## config.mk

```make
export PLATFORM = sky130hd
export DESIGN_NAME = dls_top
export DESIGN_NICKNAME = d
export VERILOG_FILES = /design/src/design/dls_top.v
export VERILOG_INCLUDE_DIRS = /design/src /design/src/design
export SDC_FILE = /design/constraint.sdc
export NUM_CORES = 1
export LEC_CHECK = 0
export ABC_AREA = 1
export BUFFER_PORTS_ARGS = -buffer_cell sky130_fd_sc_hd__clkbuf_2
export CORE_MARGIN = 2
export CORE_UTILIZATION = 35
export CTS_CLUSTER_DIAMETER = 50
export DETAILED_ROUTE_END_ITERATION = 16
export GPL_ROUTABILITY_DRIVEN = 0
export SYNTH_ARGS = -nofsm -noshare
export SYNTH_HDL_FRONTEND = slang
export SYNTH_SLANG_ARGS = --single-unit
```

## constraint.sdc

```tcl
create_clock -name pclk -period 19.6 [get_ports pclk]
set_clock_uncertainty 0.15 [all_clocks]
set_input_delay 1.96 -clock pclk [delete_from_list [all_inputs] [get_ports pclk]]
set_output_delay 1.96 -clock pclk [all_outputs]
set_load 0.01 [all_outputs]
```

## src/design/dls_defs.vh

```
`ifndef DLS_DEFS_VH
`define DLS_DEFS_VH

// ----------------------------------------------------------------
// register byte offsets
// ----------------------------------------------------------------
`define DLS_OFF_CTRL 8'h00
`define DLS_OFF_PHASE 8'h04
`define DLS_OFF_UL 8'h08
`define DLS_OFF_TERM 8'h0C
`define DLS_OFF_STAT 8'h10
`define DLS_OFF_CLR 8'h14
`define DLS_OFF_IEN 8'h18
`define DLS_OFF_LIVE 8'h1C
`define DLS_OFF_HELD 8'h20

// ----------------------------------------------------------------
// field positions
// ----------------------------------------------------------------
`define DLS_CTRL_REFLOSS 0
`define DLS_CTRL_SRC_LO 4
`define DLS_CTRL_VECTOR 8
`define DLS_CTRL_LDSRC 9
`define DLS_CLR_FAULT 4
`define DLS_EV_REFLOSS 0
`define DLS_EV_INPH 1
`define DLS_EV_OUTPH 2
`define DLS_EV_UL 3

// ----------------------------------------------------------------
// reset values
// ----------------------------------------------------------------
`define DLS_RST_CTRL 32'h0000_0000
`define DLS_RST_PHASE 32'h0000_0000
`define DLS_RST_UL 32'h0001_0A00
`define DLS_RST_TERM 32'h0000_0000

// ----------------------------------------------------------------
// encodings
// ----------------------------------------------------------------
`define DLS_SRC_ANA_LO 4'h2
`define DLS_SRC_ANA_HI 4'h4
`define DLS_SRC_PULSE 4'h5
`define DLS_TERM_UL_NO 8'h08
`define DLS_TERM_UL_NC 8'h09
`define DLS_UL_OFF 3'h0
`define DLS_UL_CS_CONT 3'h1
`define DLS_UL_CS_STOP 3'h2
`define DLS_UL_RUN_CONT 3'h3
`define DLS_UL_RUN_STOP 3'h4

// ----------------------------------------------------------------
// timing and levels
// ----------------------------------------------------------------
`define DLS_CLK_MHZ 250
`define DLS_TICK_MS 100
`define DLS_TICK_CYC (`DLS_TICK_MS * 1000 * `DLS_CLK_MHZ)
`define DLS_REFWIN_MS 400
`define DLS_REFWIN_TICKS (`DLS_REFWIN_MS / `DLS_TICK_MS)
`define DLS_REF_DROP_PCT 90
`define DLS_REF_KEEP_PCT 80
`define DLS_UL_HYST_PCT 8'h05
`define DLS_TICKS_PER_S 4'd10

`endif

```

## src/design/dls_top.v

```verilog
// Notes on behaviour
// reference-loss select: 0 disables, 1 enables the processing.
// reference loss only in remote mode with analog or pulse source.
// drop of 90 % inside 400 ms: run on at 80 % of prior level.
// open-phase level 0 % disables that detector.
// open-phase time 0 s disables that detector.
// software should set input open-phase to 7 % and 10 s.
// software should set output open-phase to 5 % and 0.2 s.
// terminal function 8 gives normally-open, 9 normally-closed underload.
// underload releases only above level plus about 5 % hysteresis.
// underload mode 0 off, 1/2 constant speed, 3/4 whenever running.
// modes 1 and 3 keep running with a flashing indication.
// modes 2 and 4 stop with a fault and steady indication.
// underload level in 1 % steps, default 10 %.
// detect after staying below level longer than time, default 0.1 s.
// vector control: select 0 torque, 1 current; V/f always current.
// underload timer restarts when value returns to level or above.
// open-phase time counted on tick; asserted after full time.
`timescale 1ns/1ps
`include "dls_defs.vh"

module dls_top #(
	parameter TICK_CYC = `DLS_TICK_CYC,
	parameter REF_W = 12
) (
	input wire pclk, // apb clock
	input wire presetn, // async reset, low active
	input wire psel, // apb select
	input wire penable, // apb enable
	input wire pwrite, // apb direction
	input wire [7:0] paddr, // apb byte address
	input wire [31:0] pwdata, // apb write data
	output wire pready, // apb ready
	output reg [31:0] prdata, // apb read data
	output wire pslverr, // apb error, unmapped
	input wire remote_mode, // drive in remote mode
	input wire running, // drive running
	input wire at_speed, // constant-speed running
	input wire [REF_W-1:0] ref_in, // measured reference
	input wire [7:0] in_phase_pct, // input open-phase measure
	input wire [7:0] out_phase_pct, // output open-phase measure
	input wire [7:0] current_pct, // output current, % rated
	input wire [7:0] torque_pct, // output torque, % rated
	output reg [REF_W-1:0] ref_out, // reference used by drive
	output reg in_phase_loss, // input open-phase detected
	output reg out_phase_loss, // output open-phase detected
	output reg ul_detect, // underload detected
	output reg ul_fault, // underload stop fault
	output reg ul_ind_on, // indication steadily lit
	output reg ul_ind_flash, // indication flashing
	output reg [2:0] term_out, // terminals a, b, c
	output wire irq // level interrupt
);

	// ----------------------------------------------------------------
	// decode helpers
	// ----------------------------------------------------------------
	function term_drive;
		input [7:0] func;
		input det;
		begin
			if (func == `DLS_TERM_UL_NO)
				term_drive = det;
			else if (func == `DLS_TERM_UL_NC)
				term_drive = ~det;
			else
				term_drive = 1'b0;
		end
	endfunction

	function src_ok;
		input [3:0] src;
		begin
			src_ok = ((src >= `DLS_SRC_ANA_LO) && (src <= `DLS_SRC_ANA_HI))
				|| (src == `DLS_SRC_PULSE);
		end
	endfunction

	// ----------------------------------------------------------------
	// apb registers
	// ----------------------------------------------------------------
	reg [31:0] ctrl_r;
	reg [31:0] phase_r;
	reg [31:0] ul_r;
	reg [31:0] term_r;
	reg [3:0] stat_r;
	reg [3:0] ien_r;
	reg [3:0] ev;
	reg mapped;
	wire setup = psel & ~penable;
	wire wr_acc = psel & penable & pwrite;
	wire clr_wr = wr_acc & (paddr == `DLS_OFF_CLR);

	assign pready = 1'b1;
	assign pslverr = psel & penable & ~mapped;
	assign irq = |(stat_r & ien_r);

	always @* begin
		case (paddr)
			`DLS_OFF_CTRL, `DLS_OFF_PHASE, `DLS_OFF_UL, `DLS_OFF_TERM,
			`DLS_OFF_STAT, `DLS_OFF_CLR, `DLS_OFF_IEN, `DLS_OFF_LIVE,
			`DLS_OFF_HELD: mapped = 1'b1;
			default: mapped = 1'b0;
		endcase
	end

	wire [3:0] ref_src = ctrl_r[`DLS_CTRL_SRC_LO+3:`DLS_CTRL_SRC_LO];
	wire [7:0] in_lvl = phase_r[7:0];
	wire [7:0] in_time = phase_r[15:8];
	wire [7:0] out_lvl = phase_r[23:16];
	wire [7:0] out_time = phase_r[31:24];
	wire [2:0] ul_mode = ul_r[2:0];
	wire [7:0] ul_lvl = ul_r[15:8];
	wire [7:0] ul_time = ul_r[23:16];
	reg ref_lost_r;
	reg [REF_W-1:0] held_r;

	always @(posedge pclk or negedge presetn) begin
		if (!presetn) begin
			ctrl_r <= `DLS_RST_CTRL;
			phase_r <= `DLS_RST_PHASE;
			ul_r <= `DLS_RST_UL;
			term_r <= `DLS_RST_TERM;
			ien_r <= 4'h0;
			stat_r <= 4'h0;
			prdata <= 32'h0000_0000;
		end else begin
			if (wr_acc) begin
				case (paddr)
					`DLS_OFF_CTRL: ctrl_r <= pwdata;
					`DLS_OFF_PHASE: phase_r <= pwdata;
					`DLS_OFF_UL: ul_r <= pwdata;
					`DLS_OFF_TERM: term_r <= pwdata;
					`DLS_OFF_IEN: ien_r <= pwdata[3:0];
					default: ;
				endcase
			end
			// set wins over clear
			stat_r <= (stat_r & ~(clr_wr ? pwdata[3:0] : 4'h0)) | ev;
			if (setup) begin
				case (paddr)
					`DLS_OFF_CTRL: prdata <= ctrl_r;
					`DLS_OFF_PHASE: prdata <= phase_r;
					`DLS_OFF_UL: prdata <= ul_r;
					`DLS_OFF_TERM: prdata <= term_r;
					`DLS_OFF_STAT: prdata <= {28'h000_0000, stat_r};
					`DLS_OFF_IEN: prdata <= {28'h000_0000, ien_r};
					`DLS_OFF_LIVE: prdata <= {26'h0_0000, ul_fault,
						ul_detect, out_phase_loss, in_phase_loss,
						ref_lost_r};
					`DLS_OFF_HELD: prdata <= {{(32-REF_W){1'b0}}, held_r};
					default: prdata <= 32'h0000_0000;
				endcase
			end
		end
	end

	// ----------------------------------------------------------------
	// time base, one tick per 100 ms
	// ----------------------------------------------------------------
	reg [31:0] tick_cnt_r;
	wire tick = (tick_cnt_r == TICK_CYC - 1);

	always @(posedge pclk or negedge presetn) begin
		if (!presetn)
			tick_cnt_r <= 32'h0000_0000;
		else if (tick)
			tick_cnt_r <= 32'h0000_0000;
		else
			tick_cnt_r <= tick_cnt_r + 32'h0000_0001;
	end

	// ----------------------------------------------------------------
	// reference loss
	// ----------------------------------------------------------------
	reg [REF_W-1:0] hist_r [0:`DLS_REFWIN_TICKS-1];
	reg [REF_W-1:0] hist_max;
	integer k;
	wire rl_on = ctrl_r[`DLS_CTRL_REFLOSS] & remote_mode & src_ok(ref_src);
	wire [REF_W+7:0] now_x100 = ref_in * 8'd100;
	wire [31:0] max_x_rem = hist_max * (100 - `DLS_REF_DROP_PCT);
	wire [31:0] keep_full = hist_max * `DLS_REF_KEEP_PCT / 100;
	wire drop = (hist_max != {REF_W{1'b0}}) & (now_x100 <= max_x_rem);

	always @* begin
		hist_max = {REF_W{1'b0}};
		for (k = 0; k < `DLS_REFWIN_TICKS; k = k + 1)
			if (hist_r[k] > hist_max)
				hist_max = hist_r[k];
	end

	genvar g;
	generate
		for (g = 0; g < `DLS_REFWIN_TICKS; g = g + 1) begin : g_hist
			always @(posedge pclk or negedge presetn) begin
				if (!presetn)
					hist_r[g] <= {REF_W{1'b0}};
				else if (tick)
					hist_r[g] <= (g == 0) ? ref_in :
						hist_r[(g > 0) ? g - 1 : 0];
			end
		end
	endgenerate

	always @(posedge pclk or negedge presetn) begin
		if (!presetn) begin
			ref_lost_r <= 1'b0;
			held_r <= {REF_W{1'b0}};
			ref_out <= {REF_W{1'b0}};
		end else begin
			if (!rl_on)
				ref_lost_r <= 1'b0;
			else if (!ref_lost_r && drop) begin
				ref_lost_r <= 1'b1;
				held_r <= keep_full[REF_W-1:0];
			end else if (ref_lost_r && ref_in >= held_r)
				ref_lost_r <= 1'b0;
			ref_out <= ref_lost_r ? held_r : ref_in;
		end
	end

	// ----------------------------------------------------------------
	// open-phase detectors, 0: input (1 s), 1: output (0.1 s)
	// ----------------------------------------------------------------
	wire [7:0] op_meas [0:1];
	wire [7:0] op_lvl [0:1];
	wire [11:0] op_tgt [0:1];
	reg [11:0] op_cnt_r [0:1];
	reg [1:0] op_det_r;
	assign op_meas[0] = in_phase_pct;
	assign op_meas[1] = out_phase_pct;
	assign op_lvl[0] = in_lvl;
	assign op_lvl[1] = out_lvl;
	assign op_tgt[0] = in_time * `DLS_TICKS_PER_S;
	assign op_tgt[1] = {4'h0, out_time};

	generate
		for (g = 0; g < 2; g = g + 1) begin : g_op
			wire en = (op_lvl[g] != 8'h00) & (op_tgt[g] != 12'h000);
			always @(posedge pclk or negedge presetn) begin
				if (!presetn) begin
					op_cnt_r[g] <= 12'h000;
					op_det_r[g] <= 1'b0;
				end else if (!en || op_meas[g] < op_lvl[g]) begin
					op_cnt_r[g] <= 12'h000;
					op_det_r[g] <= 1'b0;
				end else if (tick) begin
					if (op_cnt_r[g] + 12'h001 >= op_tgt[g])
						op_det_r[g] <= 1'b1;
					else
						op_cnt_r[g] <= op_cnt_r[g] + 12'h001;
				end
			end
		end
	endgenerate

	// ----------------------------------------------------------------
	// underload
	// ----------------------------------------------------------------
	reg [8:0] ul_cnt_r;
	wire use_torque = ctrl_r[`DLS_CTRL_VECTOR] & ~ctrl_r[`DLS_CTRL_LDSRC];
	wire [7:0] ul_meas = use_torque ? torque_pct : current_pct;
	wire ul_stop = (ul_mode == `DLS_UL_CS_STOP) ||
		(ul_mode == `DLS_UL_RUN_STOP);
	reg ul_window;
	wire ul_below = ul_meas < ul_lvl;
	wire [8:0] rel_lvl = {1'b0, ul_lvl} + {1'b0, `DLS_UL_HYST_PCT};
	wire fault_clr = clr_wr & pwdata[`DLS_CLR_FAULT];

	always @* begin
		case (ul_mode)
			`DLS_UL_CS_CONT, `DLS_UL_CS_STOP: ul_window = running & at_speed;
			`DLS_UL_RUN_CONT, `DLS_UL_RUN_STOP: ul_window = running;
			default: ul_window = 1'b0;
		endcase
	end

	always @(posedge pclk or negedge presetn) begin
		if (!presetn) begin
			ul_cnt_r <= 9'h000;
			ul_detect <= 1'b0;
			ul_fault <= 1'b0;
		end else begin
			if (!ul_window || !ul_below)
				ul_cnt_r <= 9'h000;
			else if (tick && ul_cnt_r <= {1'b0, ul_time})
				ul_cnt_r <= ul_cnt_r + 9'h001;
			if (ul_mode == `DLS_UL_OFF)
				ul_detect <= 1'b0;
			else if (!ul_detect && ul_window && ul_below &&
				ul_cnt_r > {1'b0, ul_time})
				ul_detect <= 1'b1;
			else if (ul_detect && {1'b0, ul_meas} > rel_lvl)
				ul_detect <= 1'b0;
			if (ul_detect && ul_stop)
				ul_fault <= 1'b1;
			else if (fault_clr)
				ul_fault <= 1'b0;
		end
	end

	always @(posedge pclk or negedge presetn) begin
		if (!presetn) begin
			in_phase_loss <= 1'b0;
			out_phase_loss <= 1'b0;
			ul_ind_on <= 1'b0;
			ul_ind_flash <= 1'b0;
			term_out <= 3'b000;
		end else begin
			in_phase_loss <= op_det_r[0];
			out_phase_loss <= op_det_r[1];
			ul_ind_on <= ul_fault;
			ul_ind_flash <= ul_detect & ~ul_stop & ~ul_fault;
			term_out[0] <= term_drive(term_r[7:0], ul_detect);
			term_out[1] <= term_drive(term_r[15:8], ul_detect);
			term_out[2] <= term_drive(term_r[23:16], ul_detect);
		end
	end

	// ----------------------------------------------------------------
	// events: rising edges of each condition
	// ----------------------------------------------------------------
	reg [3:0] cond_d_r;
	wire [3:0] cond = {ul_detect, op_det_r[1], op_det_r[0], ref_lost_r};

	always @* begin
		ev = cond & ~cond_d_r;
	end

	always @(posedge pclk or negedge presetn) begin
		if (!presetn)
			cond_d_r <= 4'h0;
		else
			cond_d_r <= cond;
	end

endmodule

```

==> results.toml, run 1 <==
[die]
coreArea_um2 = 60000
die_h_um = 250
initial_core_util_pct = 35.2
die_w_um = 250
io_pins = 148
num_rows = 90
dieArea_um2 = 62300

[clock_network]
cts_made_buffers = 42
root_buffer = "clkbuf_16"
post_cts_buffers = 0
tritoncts = "yes"
clkSlewWorstSetupHoldPaths_ns = 0.06
cts_hold_buf = 0
ctsResizeCount = 0
cts.sinks = 319
htree_levels = 2
clk_latency_ns = 0.59
clockBufferDepth = 3

[drt]
wl_met2_um = 26300
ant_nets = 0
vias_per_cell = 4.96
routed.top_layer = "met4"
wirelength_met1_um = 26900
drtPass1Iterations = 6
wl_met3_um = 3170
routedWlPerCell_um = 15.8
wl_um = 58000
drt_iter0_markers = 1246
drcViolationCount = 0
routed-via-count = 18240

[placed_design]
numPlacedInstances = 3600
portBuffers = 146
hpwl_um = 43500
pre_cts_ws_ns = 5.95
place_area_um2 = 22700

[final_layout]
final_area_um2 = 24100
fin_nets = 3152
fin_cells = 3677
layout-drive-gt1-share_pct = 12.3
utilization_pct = 40.2
most-common-layout-cells = "nand2_1 (630), inv_1 (421), o21ai_0 (339), dfrtp_1 (316), ha_1 (189)"
antenna_cells = 0
area_growth_pct = 14.3
fillers = 6117
final_common_cell = "nand2_1"

[synthesis]
synth_area_leaders = "dfrtp_1 (37%), nand2_1 (11%), ha_1 (11%)"
yosysTopAreaCell = "dfrtp_1"
syn_area_per_cell_um2 = 7.73
synth_seq_cells = 319
syn_nets = 3022
synth_cells = 2732
ys_warn_count = 0
synth_cell_types = 61
synthArstFlopShare_pct = 100
synth_ff_type = "dfrtp_1"
yosysSeqAreaShare_pct = 37.8
synth_area_um2 = 21100
synth.top_cell.area_share_pct = 37.5
synth_edf_count = 0

[timing]
fmax_mhz = 73.4
finalCritPeriodShare_pct = 69.5
hold_viol = 0
finalHoldWorstSlack_ns = 0.224
tightestPinTransition_ns = 1.22
setup_ws_ns = 5.97
setup_viol = 0
relSlewSlack_pct = 18.1
rsz0062_at_grt = "false"
fin_crit_ns = 13.63
maxSlewViolCount = 0
setup_tns_ns = 0

[power]
internal_power_mw = 1.18
pwr-share-seq_pct = 41.5
peakVddDrop_uv = 64.9
clkPwrFrac_pct = 49.6
switching_share_pct = 26.6
power.total_mw = 1.61
power_density_nw_per_um2 = 66.8
p_switching_uw = 429
combPwrFrac_pct = 8.9
cellLeakagePower_nw = 12.3

[status]
status = "finished, final reports clean"

[global_route]
grt_pass1_vias = 17694
grt_max_degree = 162
overflow = 0
gr-usage-all-layers_pct = 18.8
antenna_found_initial = 1
grt_pass1_wl_um = 94300

[critical_path]
critPathArrivalTime_ns = 13.94
critPathKind = "flip-flop to flip-flop"
crit_top_cell = "nand2_1"
crit_slowest_cell = "o21ai_0"
crit_fanout = 23
cp.required_ns = 19.91
critPathBufInv = 7
worstSetupStartpointType = "flip-flop"
slowest_delay_ns = 0.59
crit_family = "simple AND/OR/NAND/NOR gates"
worstSetupEndpointType = "flip-flop"

[job]
cap_violations = 0

[worst_hold_path]
hp-class = "flip-flop to flip-flop"
metal layers:
layer | track usage (%) | vias up
met3 | 2.88 | 97
met5 | 0 | -
met2 | 30.7 | 401
li1 | - | 9242
met1 | 25.6 | 8500
met4 | 5.99 | 0
worst register-to-register path, delay by kind of cell, from the launching register on:
| family | cells | cell delay (ns) |
|---|---|---|
| simple gates | 68 | 7.43 |
| flops | 1 | 0.36 |
| buf+inv | 7 | 0.78 |
| fa+ha+maj | 7 | 2.08 |
| compound gates | 10 | 2.74 |
Yosys cell counts (18+ instances only):
master,n
a21oi_1,82
ha_1,189
dfrtp_1,316
nor4_1,24
inv_1,422
xor2_1,52
nand4_1,41
a221oi_1,19
o22ai_1,28
clkbuf_1,66
inv_2,18
nand2_2,38
o21ai_0,340
nor2_1,129
nand3_1,111
nand2_1,635
nor3_1,35
power groups by stage:
stage               clock network, mW  logic [mW]  registers (mW)
finish                          0.800       0.144           0.668
global route                    0.844       0.168           0.669
CTS                             0.818       0.147           0.668
detailed placement                  0       0.145           0.680
global placement                    0       0.145           0.680
floorplan                           0      0.0873           0.680
state kept, by name, summed over array words and instances, names as in the netlist, 4 cells and up:
signal and count:
ul_cnt_r 9, ien_r 4, tick_cnt_r 32, stat_r 4
phase_r 32, ref_out 12, op_cnt_r 24, ul_r 32
hist_r 48, ctrl_r 32, term_r 32, prdata 32
cond_d_r 4, held_r 12
logic make-up (layout without fill, tap and decap cells):
group	Yosys count	after routing	share of synthesized area [%]
AO/OA/AOI/OAI	547	547	14.3
buffers and inverters	514	677	9.16
multiplexers	8	8	0.421
other	1	1	0.0178
adder cells (fa/ha/maj)	198	198	12.1
AND/OR/NAND/NOR	1081	1081	23.5
XOR/XNOR	64	64	2.69
flip-flops	319	319	37.8
final timing paths:
path                       startpoint  slack, ns  depth (start not counted)     endpoint
max                        hist_r[42]       5.97                         92    held_r[0]
min                           cond[1]       0.22                          0  cond_d_r[1]
max reg2reg                hist_r[42]       5.97                         92    held_r[0]
min reg2reg                   cond[1]       0.22                          0  cond_d_r[1]
max in group asynchronous     presetn      15.90                          3   term_r[19]
min in group asynchronous     presetn       1.24                          1   ref_out[8]
area by class of cell:
type	count	area, µm²	area share (%)
tap	782	978	4.06
clock buffer	54	1150	4.76
sequential	319	7990	33.1
inverter	446	1670	6.94
clock inverter	23	309	1.28
multi-input combinational	1899	11200	46.5
timing repair buffer	154	813	3.37
Note: power is estimated with default switching activity, not from simulation.
==> run 2: changes to the inputs <==
Clock period 19.6 ns to 12.85 ns, I/O delays scaled along.
==> run 2 against run 1 <==
Against the previous run:
- register-to-register slack got worse by 5.2 ns
- wire length increased by 3.3%
- sequential share of layout area decreased by 1.3 points
- clock power increased by 50%
- worst setup slack got worse by 5.2 ns
- combinational power increased by 52%
- design area increased by 4.3%
- largest power group unchanged
- highest routed layer is now met5
==> results.toml, run 2 (synthesis results as in run 1) <==
[drt]
routed-via-count = 18658
drt_iter0_markers = 1167
ant_nets = 0
routedWlPerCell_um = 16.1
drcViolationCount = 0
vias_per_cell = 5.00
drtPass1Iterations = 6
wl_um = 60000

[clock_network]
cts_hold_buf = 0
clkSlewWorstSetupHoldPaths_ns = 0.06
clockBufferDepth = 3
tritoncts = "yes"
clk_latency_ns = 0.58
htree_levels = 2
cts_made_buffers = 42
root_buffer = "clkbuf_16"
cts.sinks = 319

[final_layout]
top_register = "hist_r"
most-common-layout-cells = "nand2_1 (603), inv_1 (411), o21ai_0 (315), dfrtp_1 (312), ha_1 (178)"
antenna_cells = 0
area_growth_pct = 19.2
fin_nets = 3207
fin_cells = 3733
largest_reg_flops = 48
final_common_cell = "nand2_1"
fillers = 6025
layout-drive-gt1-share_pct = 17.2

[critical_path]
critPathKind = "flip-flop to flip-flop"
critPathArrivalTime_ns = 12.34
r2r_cells = 100
r2r_slack_ns = 0.81
crit_slowest_cell = "dfrtp_2"
crit_top_cell = "nand2_4"
cp.required_ns = 13.15
rr_startpoint = "hist_r[31]"
worstSetupEndpointType = "flip-flop"
slowest_delay_ns = 0.45
worstSetupStartpointType = "flip-flop"
r2r_end = "held_r[0]"
endpoint = "held_r[0]"
crit_path_start = "hist_r[31]"
crit_fanout = 8

[placed_design]
pre_cts_ws_ns = 0.0970
hpwl_um = 43800
numPlacedInstances = 3617
portBuffers = 146

[global_route]
antenna_found_initial = 1
grt_pass1_vias = 17638
grt_max_degree = 168
grt_pass1_wl_um = 94200
overflow = 0
gr-usage-all-layers_pct = 18.8

[power]
cellLeakagePower_nw = 12.7
power_density_nw_per_um2 = 97.0
power.total_mw = 2.44
peakVddDrop_uv = 84.4

[worst_hold_path]
hp-start = "cond[1]"
hp-class = "flip-flop to flip-flop"

[status]
status = "finished, final reports clean"

[timing]
fin_crit_ns = 12.04
setup_ws_ns = 0.807
finalCritPeriodShare_pct = 93.7
setup_tns_ns = 0
maxSlewViolCount = 0
finalHoldWorstSlack_ns = 0.225
fmax_mhz = 83.0
tightestPinTransition_ns = 1.22
hold_viol = 0
relSlewSlack_pct = 18.5
setup_viol = 0

[job]
cap_violations = 0

[die]
coreArea_um2 = 60000
io_pins = 148
die_w_um = 250
initial_core_util_pct = 35.2
die_h_um = 250
num_rows = 90
dieArea_um2 = 62300
## run 2: changes by cell type in the layout (fill, tap and decap cells not counted), sizes merged
| cell | before | now |
|---|---|---|
| inv | 448 | 445 |
| buf | 9 | 61 |
| nand2 | 690 | 692 |
| clkinv | 16 | 19 |
| clkinvlp | 2 | 3 |
| clkbuf | 199 | 200 |
## run 2: metrics by stage
step           instance area [µm²]  utilization [%]
6_report                     25200             41.9
5_1_grt                      25200             41.9
4_1_cts                      24200             40.4
3_5_place_dp                 22800             38.0
3_3_place_gp                 22800             38.0
2_1_floorplan                21100                -
## run 2: critical path, delay by kind of cell (launching register included)
kind	cells	cell delay [ns]
AOI/OAI and AO/OA	8	1.16
xor gates and xnor gates	1	0.26
adders and majority gates	6	1.55
buffers and inverters	7	0.90
DFF	1	0.45
and+or+nand+nor	78	7.43
## run 2: worst min-delay path by stage
stage | to | cells past startpoint | slack [ns]
CTS | cond_d_r[1] | 0 | 0.23
finish | cond_d_r[1] | 0 | 0.23
global route | cond_d_r[1] | 0 | 0.24
floorplan | cond_d_r[0] | 0 | 0.20
global placement | cond_d_r[2] | 0 | 0.21
detailed placement | cond_d_r[1] | 0 | 0.21
## run 2: metal layers
layer / vias to the layer above / routed length [µm] / share of wire [%] / track usage, %
met1: 8787 / 27100 / 45 / 25.3
met3: 90 / 3080 / 5.1 / 2.89
met5: - / 8 / 0.013 / 0
met4: 2 / 1650 / 2.7 / 5.97
met2: 411 / 28100 / 47 / 31.1
li1: 9368 / - / - / -
## run 2: cell type report
| class | instances | area (µm²) | share of cell area (%) |
|---|---|---|---|
| Inverter | 446 | 1680 | 6.67 |
| Tap cell | 782 | 978 | 3.89 |
| Sequential cell | 319 | 7990 | 31.8 |
| Clock buffer | 54 | 1150 | 4.56 |
| Timing Repair Buffer | 207 | 1270 | 5.04 |
| Multi-Input combinational cell | 1901 | 11800 | 46.9 |
| Clock inverter | 24 | 292 | 1.16 |
## run 2: timing repair
action	CTS	global route
gates resized for setup	0	162
setup buffers	0	35
setup endpoints to repair	0	3
## run 2: where the power goes
group / internal (mW) / switching, mW
Sequential: 1.01 / 0.00603
Clock: 0.708 / 0.493
Combinational: 0.0779 / 0.141
Total: 1.80 / 0.640
